$ cat src/shared/ddrtr_pkg.sv
// Purpose: shared constants and carriers for the dram-side timing checker
// Assumes: one 25 MHz clock; the memory's command pins are sampled on it
// Notes:   times are in ps; TNRP_NCK is derived from the clock period, other counts are given in clocks
package ddrtr_pkg;
   localparam int unsigned TCK_PS         = 40000;
   localparam int unsigned TRP_PS         = 15000;
   localparam int unsigned TWTR_NCK       = 2;
   localparam int unsigned TCKE_NCK       = 3;
   localparam int unsigned TAOND_NCK      = 2;
   localparam int unsigned TAOFD_EDGES    = 2;
   localparam int unsigned MR_STROBE_BIT  = 10;
   localparam int unsigned MR_WR_LSB      = 9;
   localparam int unsigned MR_WR_W        = 3;
   localparam int unsigned ROWS_W         = 4;
   localparam int unsigned ROWS           = 16;
   localparam int unsigned CNT_W          = 5;

   // round-up conversion of a time into whole clocks
   function automatic logic [CNT_W-1:0] ru_clk(input int unsigned t_ps);
      int unsigned q;
      q = (t_ps + TCK_PS - 1) / TCK_PS;
      if (q == 0) begin
         q = 1;
      end
      ru_clk = CNT_W'(q);
   endfunction

   localparam logic [CNT_W-1:0] TNRP_NCK = ru_clk(TRP_PS);

   typedef enum logic [2:0] {
      DDRTR_CMD_NOP,
      DDRTR_CMD_ACT,
      DDRTR_CMD_WRAP,
      DDRTR_CMD_WR,
      DDRTR_CMD_RD,
      DDRTR_CMD_MRS
   } ddrtr_cmd_e;

   typedef struct packed {
      ddrtr_cmd_e            cmd;
      logic [ROWS_W-1:0]     row;
      logic [12:0]           addr;
      logic                  data_ok;
   } ddrtr_req_s;

   typedef struct packed {
      logic dal_err;
      logic wtr_err;
      logic cke_err;
      logic rd_stale;
   } ddrtr_err_s;
endpackage

$ cat src/design/ddrtr_valid_mem.sv
// Purpose: one valid bit per tracked row, registered read
// Assumes: single clock, write and read may coincide
// Notes:   read data shows the stored value before a same-cycle write
`timescale 1ns/1ps
module ddrtr_valid_mem
   import ddrtr_pkg::*;
(
   // clock and reset
   input  wire logic              clk_i,
   input  wire logic              rst_i,
   // write port
   input  wire logic              we_i,
   input  wire logic [ROWS_W-1:0] waddr_i,
   input  wire logic              wdata_i,
   // read port
   input  wire logic [ROWS_W-1:0] raddr_i,
   output      logic              rdata_o
);
   logic [ROWS-1:0] bits_reg;
   logic [ROWS-1:0] bits_next;
   logic            rdata_next;

   always_comb begin
      bits_next = bits_reg;
      if (we_i) begin
         bits_next[waddr_i] = wdata_i;
      end
      rdata_next = bits_reg[raddr_i];
   end

   always_ff @(posedge clk_i or posedge rst_i) begin
      if (rst_i) begin
         bits_reg <= '1;
         rdata_o  <= 1'b1;
      end else begin
         bits_reg <= bits_next;
         rdata_o  <= rdata_next;
      end
   end
endmodule

$ cat src/design/ddrtr_core.sv
// Purpose: dram-side command timing: recovery, turnaround, cke pulse, odt reference, strobe mode
// Assumes: commands arrive already decoded on the device clock; clock changes only when idle
// Notes:   violations are flagged, not blocked; the dram keeps running
// Notes on behaviour
// - The clock may change only in self-refresh or precharge power-down, with a procedure for the latter; code allows it whenever CKE is validly low.
// - Termination turn-on reference is two clocks after the edge that first sees termination control high.
// - Termination turn-off reference is half a clock after the second trailing edge after control goes low.
// - Mode bit 10 at zero selects the differential strobe pair, at one a single-ended strobe.
// - Nanosecond parameters are honoured as rounded-up clock counts.
// - Clock counts are counted in real clock edges, not elapsed time.
`timescale 1ns/1ps
module ddrtr_core
   import ddrtr_pkg::*;
(
   // clock and reset
   input  wire logic       SYS_CLK_I,
   input  wire logic       SYS_RST_I,
   // decoded command from the controller
   input  wire ddrtr_req_s REQ_I,
   input  wire logic       WDATA_END_I,
   // pin levels from outside the clock domain
   input  wire logic       CKE_PIN_I,
   input  wire logic       ODT_PIN_I,
   // status toward the array
   output      logic       CKE_VALID_O,
   output      logic       ODT_ON_REF_O,
   output      logic       ODT_OFF_REF_O,
   output      logic       STROBE_DIFF_O,
   output      logic       CLK_CHANGE_OK_O,
   output      logic       RD_VALID_O,
   output      ddrtr_err_s ERR_O
);
   // three-stage input capture; stage one only feeds stage two
   logic [2:0] cke_sync_reg, odt_sync_reg;
   logic [2:0] cke_sync_next, odt_sync_next;
   logic       cke_lvl_reg, cke_lvl_next, odt_lvl_reg, odt_lvl_next;

   always_comb begin
      cke_sync_next = {cke_sync_reg[1:0], CKE_PIN_I};
      odt_sync_next = {odt_sync_reg[1:0], ODT_PIN_I};
      cke_lvl_next  = (cke_sync_reg[1] == cke_sync_reg[2]) ? cke_sync_reg[2] : cke_lvl_reg;
      odt_lvl_next  = (odt_sync_reg[1] == odt_sync_reg[2]) ? odt_sync_reg[2] : odt_lvl_reg;
   end

   always_ff @(posedge SYS_CLK_I or posedge SYS_RST_I) begin
      if (SYS_RST_I) begin
         cke_sync_reg <= 3'h0;
         odt_sync_reg <= 3'h0;
         cke_lvl_reg  <= 1'b0;
         odt_lvl_reg  <= 1'b0;
      end else begin
         cke_sync_reg <= cke_sync_next;
         odt_sync_reg <= odt_sync_next;
         cke_lvl_reg  <= cke_lvl_next;
         odt_lvl_reg  <= odt_lvl_next;
      end
   end

   // mode register and timing counters
   logic [MR_WR_W-1:0] wr_mr_reg, wr_mr_next;
   logic               strobe_se_reg, strobe_se_next;
   logic [CNT_W-1:0]   dal_cnt_reg, dal_cnt_next;
   logic [CNT_W-1:0]   wtr_cnt_reg, wtr_cnt_next;
   logic [CNT_W-1:0]   cke_cnt_reg, cke_cnt_next;
   logic               cke_prev_reg, cke_prev_next;
   logic               cke_valid_next;
   ddrtr_err_s         err_next;

   always_comb begin
      wr_mr_next     = wr_mr_reg;
      strobe_se_next = strobe_se_reg;
      dal_cnt_next   = (dal_cnt_reg != '0) ? dal_cnt_reg - CNT_W'(1) : dal_cnt_reg;
      wtr_cnt_next   = (wtr_cnt_reg != '0) ? wtr_cnt_reg - CNT_W'(1) : wtr_cnt_reg;
      cke_prev_next  = cke_lvl_reg;
      cke_cnt_next   = cke_cnt_reg;
      err_next       = '0;
      if (REQ_I.cmd == DDRTR_CMD_MRS) begin
         wr_mr_next     = REQ_I.addr[MR_WR_LSB +: MR_WR_W];
         strobe_se_next = REQ_I.addr[MR_STROBE_BIT];
      end
      if (REQ_I.cmd == DDRTR_CMD_WRAP) begin
         // mode field codes recovery minus one; loading the total less one lets the
         // count reach zero on the edge where the activate first becomes legal
         dal_cnt_next = CNT_W'(wr_mr_reg) + TNRP_NCK;
      end
      if (REQ_I.cmd == DDRTR_CMD_ACT && dal_cnt_reg != '0) begin
         err_next.dal_err = 1'b1;
      end
      if (WDATA_END_I) begin
         wtr_cnt_next = CNT_W'(TWTR_NCK);
      end
      if (REQ_I.cmd == DDRTR_CMD_RD && wtr_cnt_reg != '0) begin
         err_next.wtr_err = 1'b1;
      end
      if (cke_lvl_reg != cke_prev_reg) begin
         cke_cnt_next = CNT_W'(1);
         if (cke_cnt_reg < CNT_W'(TCKE_NCK)) begin
            err_next.cke_err = 1'b1;
         end
      end else if (cke_cnt_reg < CNT_W'(TCKE_NCK)) begin
         cke_cnt_next = cke_cnt_reg + CNT_W'(1);
      end
      cke_valid_next = (cke_cnt_next >= CNT_W'(TCKE_NCK));
   end

   always_ff @(posedge SYS_CLK_I or posedge SYS_RST_I) begin
      if (SYS_RST_I) begin
         wr_mr_reg     <= '0;
         strobe_se_reg <= 1'b0;
         dal_cnt_reg   <= '0;
         wtr_cnt_reg   <= '0;
         cke_cnt_reg   <= '0;
         cke_prev_reg  <= 1'b0;
         CKE_VALID_O   <= 1'b0;
         ERR_O         <= '0;
      end else begin
         wr_mr_reg     <= wr_mr_next;
         strobe_se_reg <= strobe_se_next;
         dal_cnt_reg   <= dal_cnt_next;
         wtr_cnt_reg   <= wtr_cnt_next;
         cke_cnt_reg   <= cke_cnt_next;
         cke_prev_reg  <= cke_prev_next;
         CKE_VALID_O   <= cke_valid_next;
         ERR_O         <= err_next;
      end
   end

   assign STROBE_DIFF_O = ~strobe_se_reg;
   // frequency change safe only while clock enable is validly low; the previous level is
   // checked too, since the valid flag still shows the old level for one cycle after a fall
   assign CLK_CHANGE_OK_O = CKE_VALID_O & ~cke_lvl_reg & ~cke_prev_reg;

   // termination reference points; the half-clock offset rides on the falling edge of the
   // selected cycle, so the turn-off pulse marks the cycle that ends with that trailing edge
   typedef enum logic [1:0] {ODT_IDLE, ODT_ONWAIT, ODT_ACTIVE, ODT_OFFWAIT} ddrtr_odt_e;
   ddrtr_odt_e       odt_st_reg, odt_st_next;
   logic [CNT_W-1:0] odt_cnt_reg, odt_cnt_next;
   logic             on_ref_next, off_ref_next;

   always_comb begin
      odt_st_next  = odt_st_reg;
      odt_cnt_next = odt_cnt_reg;
      on_ref_next  = 1'b0;
      off_ref_next = 1'b0;
      case (odt_st_reg)
         ODT_IDLE: begin
            if (odt_lvl_reg) begin
               odt_st_next  = ODT_ONWAIT;
               odt_cnt_next = CNT_W'(TAOND_NCK - 1);
            end
         end
         ODT_ONWAIT: begin
            if (odt_cnt_reg == '0) begin
               on_ref_next = 1'b1;
               odt_st_next = ODT_ACTIVE;
            end else begin
               odt_cnt_next = odt_cnt_reg - CNT_W'(1);
            end
         end
         ODT_ACTIVE: begin
            if (!odt_lvl_reg) begin
               odt_st_next  = ODT_OFFWAIT;
               odt_cnt_next = CNT_W'(TAOFD_EDGES - 1);
            end
         end
         default: begin
            if (odt_cnt_reg == '0) begin
               off_ref_next = 1'b1;
               odt_st_next  = ODT_IDLE;
            end else begin
               odt_cnt_next = odt_cnt_reg - CNT_W'(1);
            end
         end
      endcase
   end

   always_ff @(posedge SYS_CLK_I or posedge SYS_RST_I) begin
      if (SYS_RST_I) begin
         odt_st_reg    <= ODT_IDLE;
         odt_cnt_reg   <= '0;
         ODT_ON_REF_O  <= 1'b0;
         ODT_OFF_REF_O <= 1'b0;
      end else begin
         odt_st_reg    <= odt_st_next;
         odt_cnt_reg   <= odt_cnt_next;
         ODT_ON_REF_O  <= on_ref_next;
         ODT_OFF_REF_O <= off_ref_next;
      end
   end

   // per-row data validity; a bad write poisons the row until a clean rewrite
   logic row_we;
   logic mem_rd;
   logic rd_pend_reg, rd_pend_next;

   assign row_we = (REQ_I.cmd == DDRTR_CMD_WR) || (REQ_I.cmd == DDRTR_CMD_WRAP);

   ddrtr_valid_mem u_valid (
      .clk_i   (SYS_CLK_I),
      .rst_i   (SYS_RST_I),
      .we_i    (row_we),
      .waddr_i (REQ_I.row),
      .wdata_i (REQ_I.data_ok),
      .raddr_i (REQ_I.row),
      .rdata_o (mem_rd)
   );

   always_comb begin
      rd_pend_next = (REQ_I.cmd == DDRTR_CMD_RD);
   end

   always_ff @(posedge SYS_CLK_I or posedge SYS_RST_I) begin
      if (SYS_RST_I) begin
         rd_pend_reg <= 1'b0;
      end else begin
         rd_pend_reg <= rd_pend_next;
      end
   end

   assign RD_VALID_O = rd_pend_reg & mem_rd;

   a_wtr_flag: assert property (@(posedge SYS_CLK_I) disable iff (SYS_RST_I)
      WDATA_END_I ##1 (REQ_I.cmd == DDRTR_CMD_RD) |=> ERR_O.wtr_err)
      else $error("read too soon after write data not flagged");
   a_odt_on_time: assert property (@(posedge SYS_CLK_I) disable iff (SYS_RST_I)
      (odt_st_reg == ODT_IDLE && odt_lvl_reg) |=> !ODT_ON_REF_O ##1 !ODT_ON_REF_O ##1 ODT_ON_REF_O)
      else $error("termination turn-on reference not two clocks late");
   a_odt_off_time: assert property (@(posedge SYS_CLK_I) disable iff (SYS_RST_I)
      (odt_st_reg == ODT_ACTIVE && !odt_lvl_reg) |=> !ODT_OFF_REF_O ##1 !ODT_OFF_REF_O ##1 ODT_OFF_REF_O)
      else $error("termination turn-off reference misplaced");
   a_cke_three: assert property (@(posedge SYS_CLK_I) disable iff (SYS_RST_I)
      $rose(CKE_VALID_O) |-> ($past(cke_lvl_reg) == cke_lvl_reg && $past(cke_lvl_reg, 2) == cke_lvl_reg))
      else $error("clock enable valid before three samples");
   a_cke_hold: assert property (@(posedge SYS_CLK_I) disable iff (SYS_RST_I)
      ($changed(cke_lvl_reg) && cke_cnt_reg < CNT_W'(TCKE_NCK)) |=> ERR_O.cke_err)
      else $error("short clock-enable pulse not flagged");
   a_dal_load: assert property (@(posedge SYS_CLK_I) disable iff (SYS_RST_I)
      (REQ_I.cmd == DDRTR_CMD_WRAP) |=> dal_cnt_reg == CNT_W'($past(wr_mr_reg)) + TNRP_NCK)
      else $error("recovery count wrong after auto-precharge write");
   a_dal_act: assert property (@(posedge SYS_CLK_I) disable iff (SYS_RST_I)
      (REQ_I.cmd == DDRTR_CMD_WRAP && wr_mr_reg >= MR_WR_W'(2)) ##1 (REQ_I.cmd == DDRTR_CMD_NOP) [*2]
      ##1 (REQ_I.cmd == DDRTR_CMD_ACT) |=> ERR_O.dal_err)
      else $error("early activate not flagged");
   a_mr_wr: assert property (@(posedge SYS_CLK_I) disable iff (SYS_RST_I)
      (REQ_I.cmd == DDRTR_CMD_MRS) |=> wr_mr_reg == $past(REQ_I.addr[MR_WR_LSB +: MR_WR_W]))
      else $error("recovery field not taken from mode write");
   a_strobe_mode: assert property (@(posedge SYS_CLK_I) disable iff (SYS_RST_I)
      (REQ_I.cmd == DDRTR_CMD_MRS) |=> STROBE_DIFF_O == !$past(REQ_I.addr[MR_STROBE_BIT]))
      else $error("strobe mode not following mode bit");
   a_bad_write: assert property (@(posedge SYS_CLK_I) disable iff (SYS_RST_I)
      (row_we && !REQ_I.data_ok) ##1 (!row_we) [*2] ##1 (REQ_I.cmd == DDRTR_CMD_RD
      && REQ_I.row == $past(REQ_I.row, 3)) |=> !RD_VALID_O)
      else $error("read of corrupted row reported valid");
   a_clk_change: assert property (@(posedge SYS_CLK_I) disable iff (SYS_RST_I)
      CLK_CHANGE_OK_O |-> (!cke_lvl_reg && !$past(cke_lvl_reg) && !$past(cke_lvl_reg, 2)))
      else $error("clock change allowed while clock enable high");
endmodule

$ cat config.mk
export PLATFORM = sky130hd
export DESIGN_NAME = ddrtr_core
export DESIGN_NICKNAME = d
export VERILOG_FILES = /design/src/shared/ddrtr_pkg.sv /design/src/design/ddrtr_valid_mem.sv /design/src/design/ddrtr_core.sv
export SDC_FILE = /design/constraint.sdc
export NUM_CORES = 1
export LEC_CHECK = 0
export ABC_CLOCK_PERIOD_IN_PS = 3800
export BUFFER_PORTS_ARGS = -buffer_cell sky130_fd_sc_hd__buf_2
export CORE_MARGIN = 8
export CORE_UTILIZATION = 50
export CTS_CLUSTER_SIZE = 20
export DETAILED_ROUTE_END_ITERATION = 10
export GPL_TIMING_DRIVEN = 1
export PLACE_DENSITY_LB_ADDON = 0.25
export SKIP_LAST_GASP = 1
export SLEW_MARGIN = 20
export SYNTH_ARGS = -nofsm -noshare
export SYNTH_HDL_FRONTEND = slang
export SYNTH_SLANG_ARGS = --single-unit
$ cat constraint.sdc
create_clock -name SYS_CLK_I -period 3.8 [get_ports SYS_CLK_I]
set_clock_uncertainty 0.1 [all_clocks]
set_input_delay 0.76 -clock SYS_CLK_I [delete_from_list [all_inputs] [get_ports SYS_CLK_I]]
set_output_delay 0.76 -clock SYS_CLK_I [all_outputs]
set_load 0.02 [all_outputs]
# Yosys cells after proc, flatten, opt, wreduce, memory -nomap -nowiden
# Index checks and enable logic that the tools add are counted.
[totals] regBits=59 latch_bits=0 ramBits=0 mem_bits_ro=0 input_bits=26 out_inout_bits=10 elab_cells=91 mem_count=0
[op_classes] addsub=5 n_mul=0 div=0 n_lt_le_gt_ge=4 n_eq_ne=14 shift=0 muxes=27 bitwise_logic=6 reduce_logical=14
[ops] op="$mux W5" n=9
[ops] op="$bwmux W16" n=1
[ops] op="$sub A5 B1 Y5 const B" n=3
[ops] op="$pmux W5 S2" n=1
[ops] op="$reduce_bool A5 Y1" n=2
[ops] op="$mux W1" n=9
[ops] op="$mux W2" n=4
[ops] op="$eq A3 B2 Y1 const B" n=2
[ops] op="$eq A3 B3 Y1 const B" n=2
[ops] op="$ne A2 B2 Y1 const B" n=3
[ops] op="$pmux W2 S3" n=1
[ops] op="$add A5 B1 Y5 const B" n=1
[ops] op="$ge A5 B2 Y1 const B" n=1
[ops] op="$logic_not A5 Y1" n=1
[ops] op="$lt A4 B5 Y1 const B" n=1
[ops] op="$lt A5 B2 Y1 const B" n=1
[ops] op="$add A3 B1 Y4 const B" n=1
[ops] op="$bmux W1 S4" n=1
[ops] op="$demux W1 S4" n=1
[ops] op="$ge A4 B1 Y1 const B" n=1
[ops] op="$reduce_and A4 Y1" n=1
[ops] op="$reduce_bool A2 Y1" n=2
[ops] op="$and A1 B1 Y1" n=3
[ops] op="$eq A3 B1 Y1 const B" n=1
[ops] op="12 further kinds" n=17

# Longest topological paths before layout
[logic_depth] ltp_word=5 ltp_mapped=5 ltp_nobuf=5

# Modules after synthesis
# Synthesis repeated with hierarchy kept, for this count alone.
[unflattened] hier_cells=227 area_unflattened_um2=2837.7
[by_module_without_submodules] module="ddrtr_core" instances=1 cells_per_inst=159 area_each_um2=1926.8 seq_area_each_um2=1026.0
[by_module_without_submodules] module="ddrtr_valid_mem" instances=1 cells_per_inst=68 area_each_um2=910.9 seq_area_each_um2=446.7

# Worst setup path before layout
# Ideal clock, no wire load.
[synth_path] kind="input port to flip-flop" startpoint="in REQ_I[14] (netlist bit)" endpoint="reg u_valid.rdata_o" setup_time_ns=0.085 t_arrival_ns=1.713 required_time_ns=3.615 path_slack_ns=1.903 path_stages=4 path_buffers=1 path_cell_list="buf_2 mux4_2 a22oi_1 nand3_1"
[synth_via] elab_chain_len=2
[synth_rtl] element="start: declaration" line_no="ddrtr_core.sv:19" source="input wire ddrtr_req_s REQ_I,"
[synth_rtl] element="$bmux W1 S4" line_no="ddrtr_valid_mem.sv:28" source="rdata_next = bits_reg[raddr_i];"
[synth_rtl] element="$mux W1 (not written as such)" line_no="ddrtr_valid_mem.sv:28"
[synth_rtl] element="net u_valid.rdata_next" line_no="ddrtr_valid_mem.sv:21" source="logic rdata_next;"
[synth_rtl] element="end signal: assignment" line_no="ddrtr_valid_mem.sv:37" source="rdata_o <= rdata_next;"
[synth_rtl] element="end: declaration" line_no="ddrtr_valid_mem.sv:17" source="output logic rdata_o"
# The timed path passes the listed nets, and every way through them passes these cells. The select of a mux whose other input is x is not followed.
# A chain may end at the register's enable or synchronous reset.

# Final worst setup path
[layout_path] startpoint="reg cke_lvl_reg" endpoint="out CLK_CHANGE_OK_O"
[layout_via] elab_chain_len=3
[layout_rtl] element="start: declaration" line_no="ddrtr_core.sv:36" source="logic cke_lvl_reg, cke_lvl_next, odt_lvl_reg, odt_lvl_next;"
[layout_rtl] element="start signal: assignment" line_no="ddrtr_core.sv:54" source="cke_lvl_reg <= cke_lvl_next;"
[layout_rtl] element="$not A1 Y1" line_no="ddrtr_core.sv:131" source="assign CLK_CHANGE_OK_O = CKE_VALID_O & ~cke_lvl_reg & ~cke_prev_reg;"
[layout_rtl] element="$and A1 B1 Y1 (2 in series)" line_no="ddrtr_core.sv:131"
[layout_rtl] element="end: declaration" line_no="ddrtr_core.sv:29" source="output logic CLK_CHANGE_OK_O,"
# Every way passes these cells.

==> qor.txt <==
Synthesis-to-layout area growth -> 15.9%
Depth of the worst register-to-register path -> 5
Total Nets Final -> 298
CP startpoint -> cke_lvl_reg$_DFFE_PP0N_
Clock-pin slew on the worst setup and hold paths -> 70 ps
Remaining DRCs -> 0
CP startpoint kind -> flop
Crit-path max cell delay -> 440 ps
Post-synth top area share -> 36.7%
Root Driver -> clkbuf_8
Worst-case hold slack -> 251 ps
Final Cycle Share -> 53.6%
Slew margin rel. -> 50.4%
Setup_tns -> 0 ps
Register area share after synthesis -> 52.6%
Share of cells above drive strength 1 -> 36.2%
Combinational fraction of design power -> 30.8%
Maxcap violations -> 0
Max reg flops -> 16
PortBufs -> 24
Design area -> 3240 sq um
Post-CTS Setup Repair Bufs -> 0
Post-synth top area cell -> dfrtp_1
Commonest non-fill, non-tap cell in the layout -> dfrtp_1
Starting DRT DRC Count -> 66
Initial antenna violation count -> 0
Die area -> 8240 sq um
Final setup violation count -> 0
Routed met2 length -> 2.46 mm
Hold path cells -> 0
Hold Crit Endpoint -> odt_sync_reg[1]$_DFF_PP0_
Sequential power share -> 39.3%
Post-CTS Hold Buffers -> 0
Core area -> 5470 sq um
RSZ-0062 raised after global routing -> no
Synth cell types -> 43
RR Startpoint -> dal_cnt_reg[0]$_DFFE_PP0P_
Final-layout fill cell count -> 444
Avg Inst Size Synth -> 12.2 sq um
CP endpoint kind -> output pin
Most frequent cells in the layout -> 41 x dfrtp_1, 24 x buf_2, 22 x mux2_2
Worst Slack Setup Final -> 1760 ps
Worst R2R Setup Slack -> 1860 ps
Static Leak -> 0.00144 uW
Final Wtd Congestion -> 0.797
Worst Path Arrival -> 1180 ps
Main area contributors after synthesis -> dfrtp_1 37%, dfstp_2 16%, mux2_2 8.9%
Worst slew pin tran -> 743 ps
Power per Cell Area -> 730 nW/um^2
Crit-path leading delay family -> flip-flops
Crit path max fanout -> 5
Final hold violations -> 0
Via count -> 1788
Global-route wire length before repair -> 8.55 mm
Placement Setup Slack -> 1730 ps
Number of global-route vias before repair -> 1877
Power share of the clock group -> 30.0%
CTS tree -> built
Internal power consumption -> 1640 uW
Ant diodes -> 0
Status -> finished clean
DR pass1 iterations -> 4
Cells after Synth -> 230
Routed wire length -> 4.92 mm
Sw Ratio -> 30.9%
CP bufs+invs -> 1
#FFs+latches synth -> 58
DRT antenna net count -> 0
Max Clock Freq -> 491 MHz
I/O pin count -> 36
Worst path slowest cell -> dfrtp_1
Total CTS buffers -> 9
DIE HEIGHT -> 90.8 um
Crit path kind -> reg -> out
Placement Rows -> 27
Slew Limit Fails -> 0
NetSw -> 732 uW
Net Count, Synth -> 268
DR vias/cell -> 5.31
Mapped Area -> 2800 sq um
Hold crit path type -> reg -> reg
Met3 wire len -> 133 um
Drt wl/cell -> 14.6 um
GRT overflow -> 0
Overall routing resource usage -> 12.9%
Sink Count -> 58
H-Tree Depth -> 3
Worst skew pair latency -> 340 ps
Worst R2R End -> dal_cnt_reg[1]$_DFFE_PP0P_
DP Area -> 2990 sq um
Post-CTS resize count -> 0
Pin count of the biggest net entering global routing -> 37
DP HPWL -> 3.44 mm
Clk buf depth -> 2
Routed met1 length -> 2.20 mm
Chip width -> 90.8 um
Hold Startpoint -> odt_sync_reg[0]$_DFF_PP0_
Critical path required time -> 2940 ps
Initial Util -> 51.1%
Max Used Layer -> met4
Post-layout min period -> 2040 ps
Synth warn -> 0
Worst-path cell chain -> nor3b_1 -> buf_2
Max rail drop VDD -> 0.353 mV
==> power by group through the flow <==
stage                     registers (uW)  clock network (uW)  logic, uW
after floorplan                      930                   0        571
after global placement               934                   0        705
after detailed placement             939                   0        730
after CTS                            930                 726        739
after global routing                 951                 753        819
final                                930                 710        729
==> worst max-delay path by stage <==
stage                                 to  slack, ps  cells after the start
6_report                 CLK_CHANGE_OK_O       1760                      2
5_1_grt                  CLK_CHANGE_OK_O       1710                      2
4_1_cts                  CLK_CHANGE_OK_O       1750                      2
3_5_place_dp   u_valid.rdata_o$_DFF_PP1_       1730                      4
3_3_place_gp   u_valid.rdata_o$_DFF_PP1_       1760                      4
2_1_floorplan      CKE_VALID_O$_DFF_PP0_       1540                      1
==> metal layers <==
metal | vias up | track usage [%]
met1 | 879 | 14.4
met2 | 20 | 21.4
met3 | 11 | 3.24
li1 | 878 | -
met5 | - | 0
met4 | 0 | 8.59
==> through the flow <==
| stage | instances | total power [uW] | utilization (%) |
|---|---|---|---|
| finish | 337 | 2370 | 59.3 |
| global route | 337 | 2520 | 59.3 |
| CTS | 337 | 2390 | 59.3 |
| detailed placement | 321 | 1670 | 54.7 |
| global placement | 321 | 1640 | 54.7 |
| floorplan | 230 | 1500 | - |
==> logic make-up (layout without fill, tap and decap cells) <==
| kind of cell | Yosys count | after routing | share of synthesized area (%) |
|---|---|---|---|
| AOI/OAI and AO/OA | 28 | 28 | 6.31 |
| xor gates and xnor gates | 8 | 8 | 2.50 |
| adders and majority gates | 14 | 14 | 6.08 |
| buffers and inverters | 19 | 54 | 2.73 |
| DFF | 58 | 58 | 52.6 |
| muxes | 31 | 31 | 13.9 |
| other | 1 | 1 | 0.134 |
| and+or+nand+nor | 71 | 71 | 15.7 |
==> layout make-up <==
cell class,count,area (sq um),area share (%)
multi-input combinational,153,1250,38.5
sequential,58,1470,45.4
inverter,12,45.0,1.39
tap,72,90.1,2.78
timing repair buffer,26,135,4.17
clock inverter,5,100,3.09
clock buffer,11,151,4.67
==> Yosys cell counts <==
cell and n:
dfrtp_1 41, mux2_2 22, dfstp_2 17, nand2_1 14
ha_1 12, inv_1 12, nor2_1 10, a21oi_1 8
o21ai_0 8, xnor2_1 7, nand3_1 6, nor3_1 6
and2_1 5, clkbuf_1 5, mux2i_1 5, mux4_2 4
nand2b_1 4, nor3b_1 4, a211oi_1 3, nor2b_1 3
nor4b_1 3, or3_1 3, or3b_2 3, and4bb_2 2
maj3_1 2, o22ai_1 2, o2bb2ai_1 2, or2_2 2
a2111o_1 1, a22o_1 1, a22oi_1 1, buf_2 1
buf_4 1, conb_1 1, nand3b_1 1, nand4b_1 1
nor4b_2 1, nor4b_4 1, o21bai_1 1, o41ai_1 1
or4_1 1, or4b_4 1, xor2_1 1
Note: power is estimated with default switching activity, not from simulation.
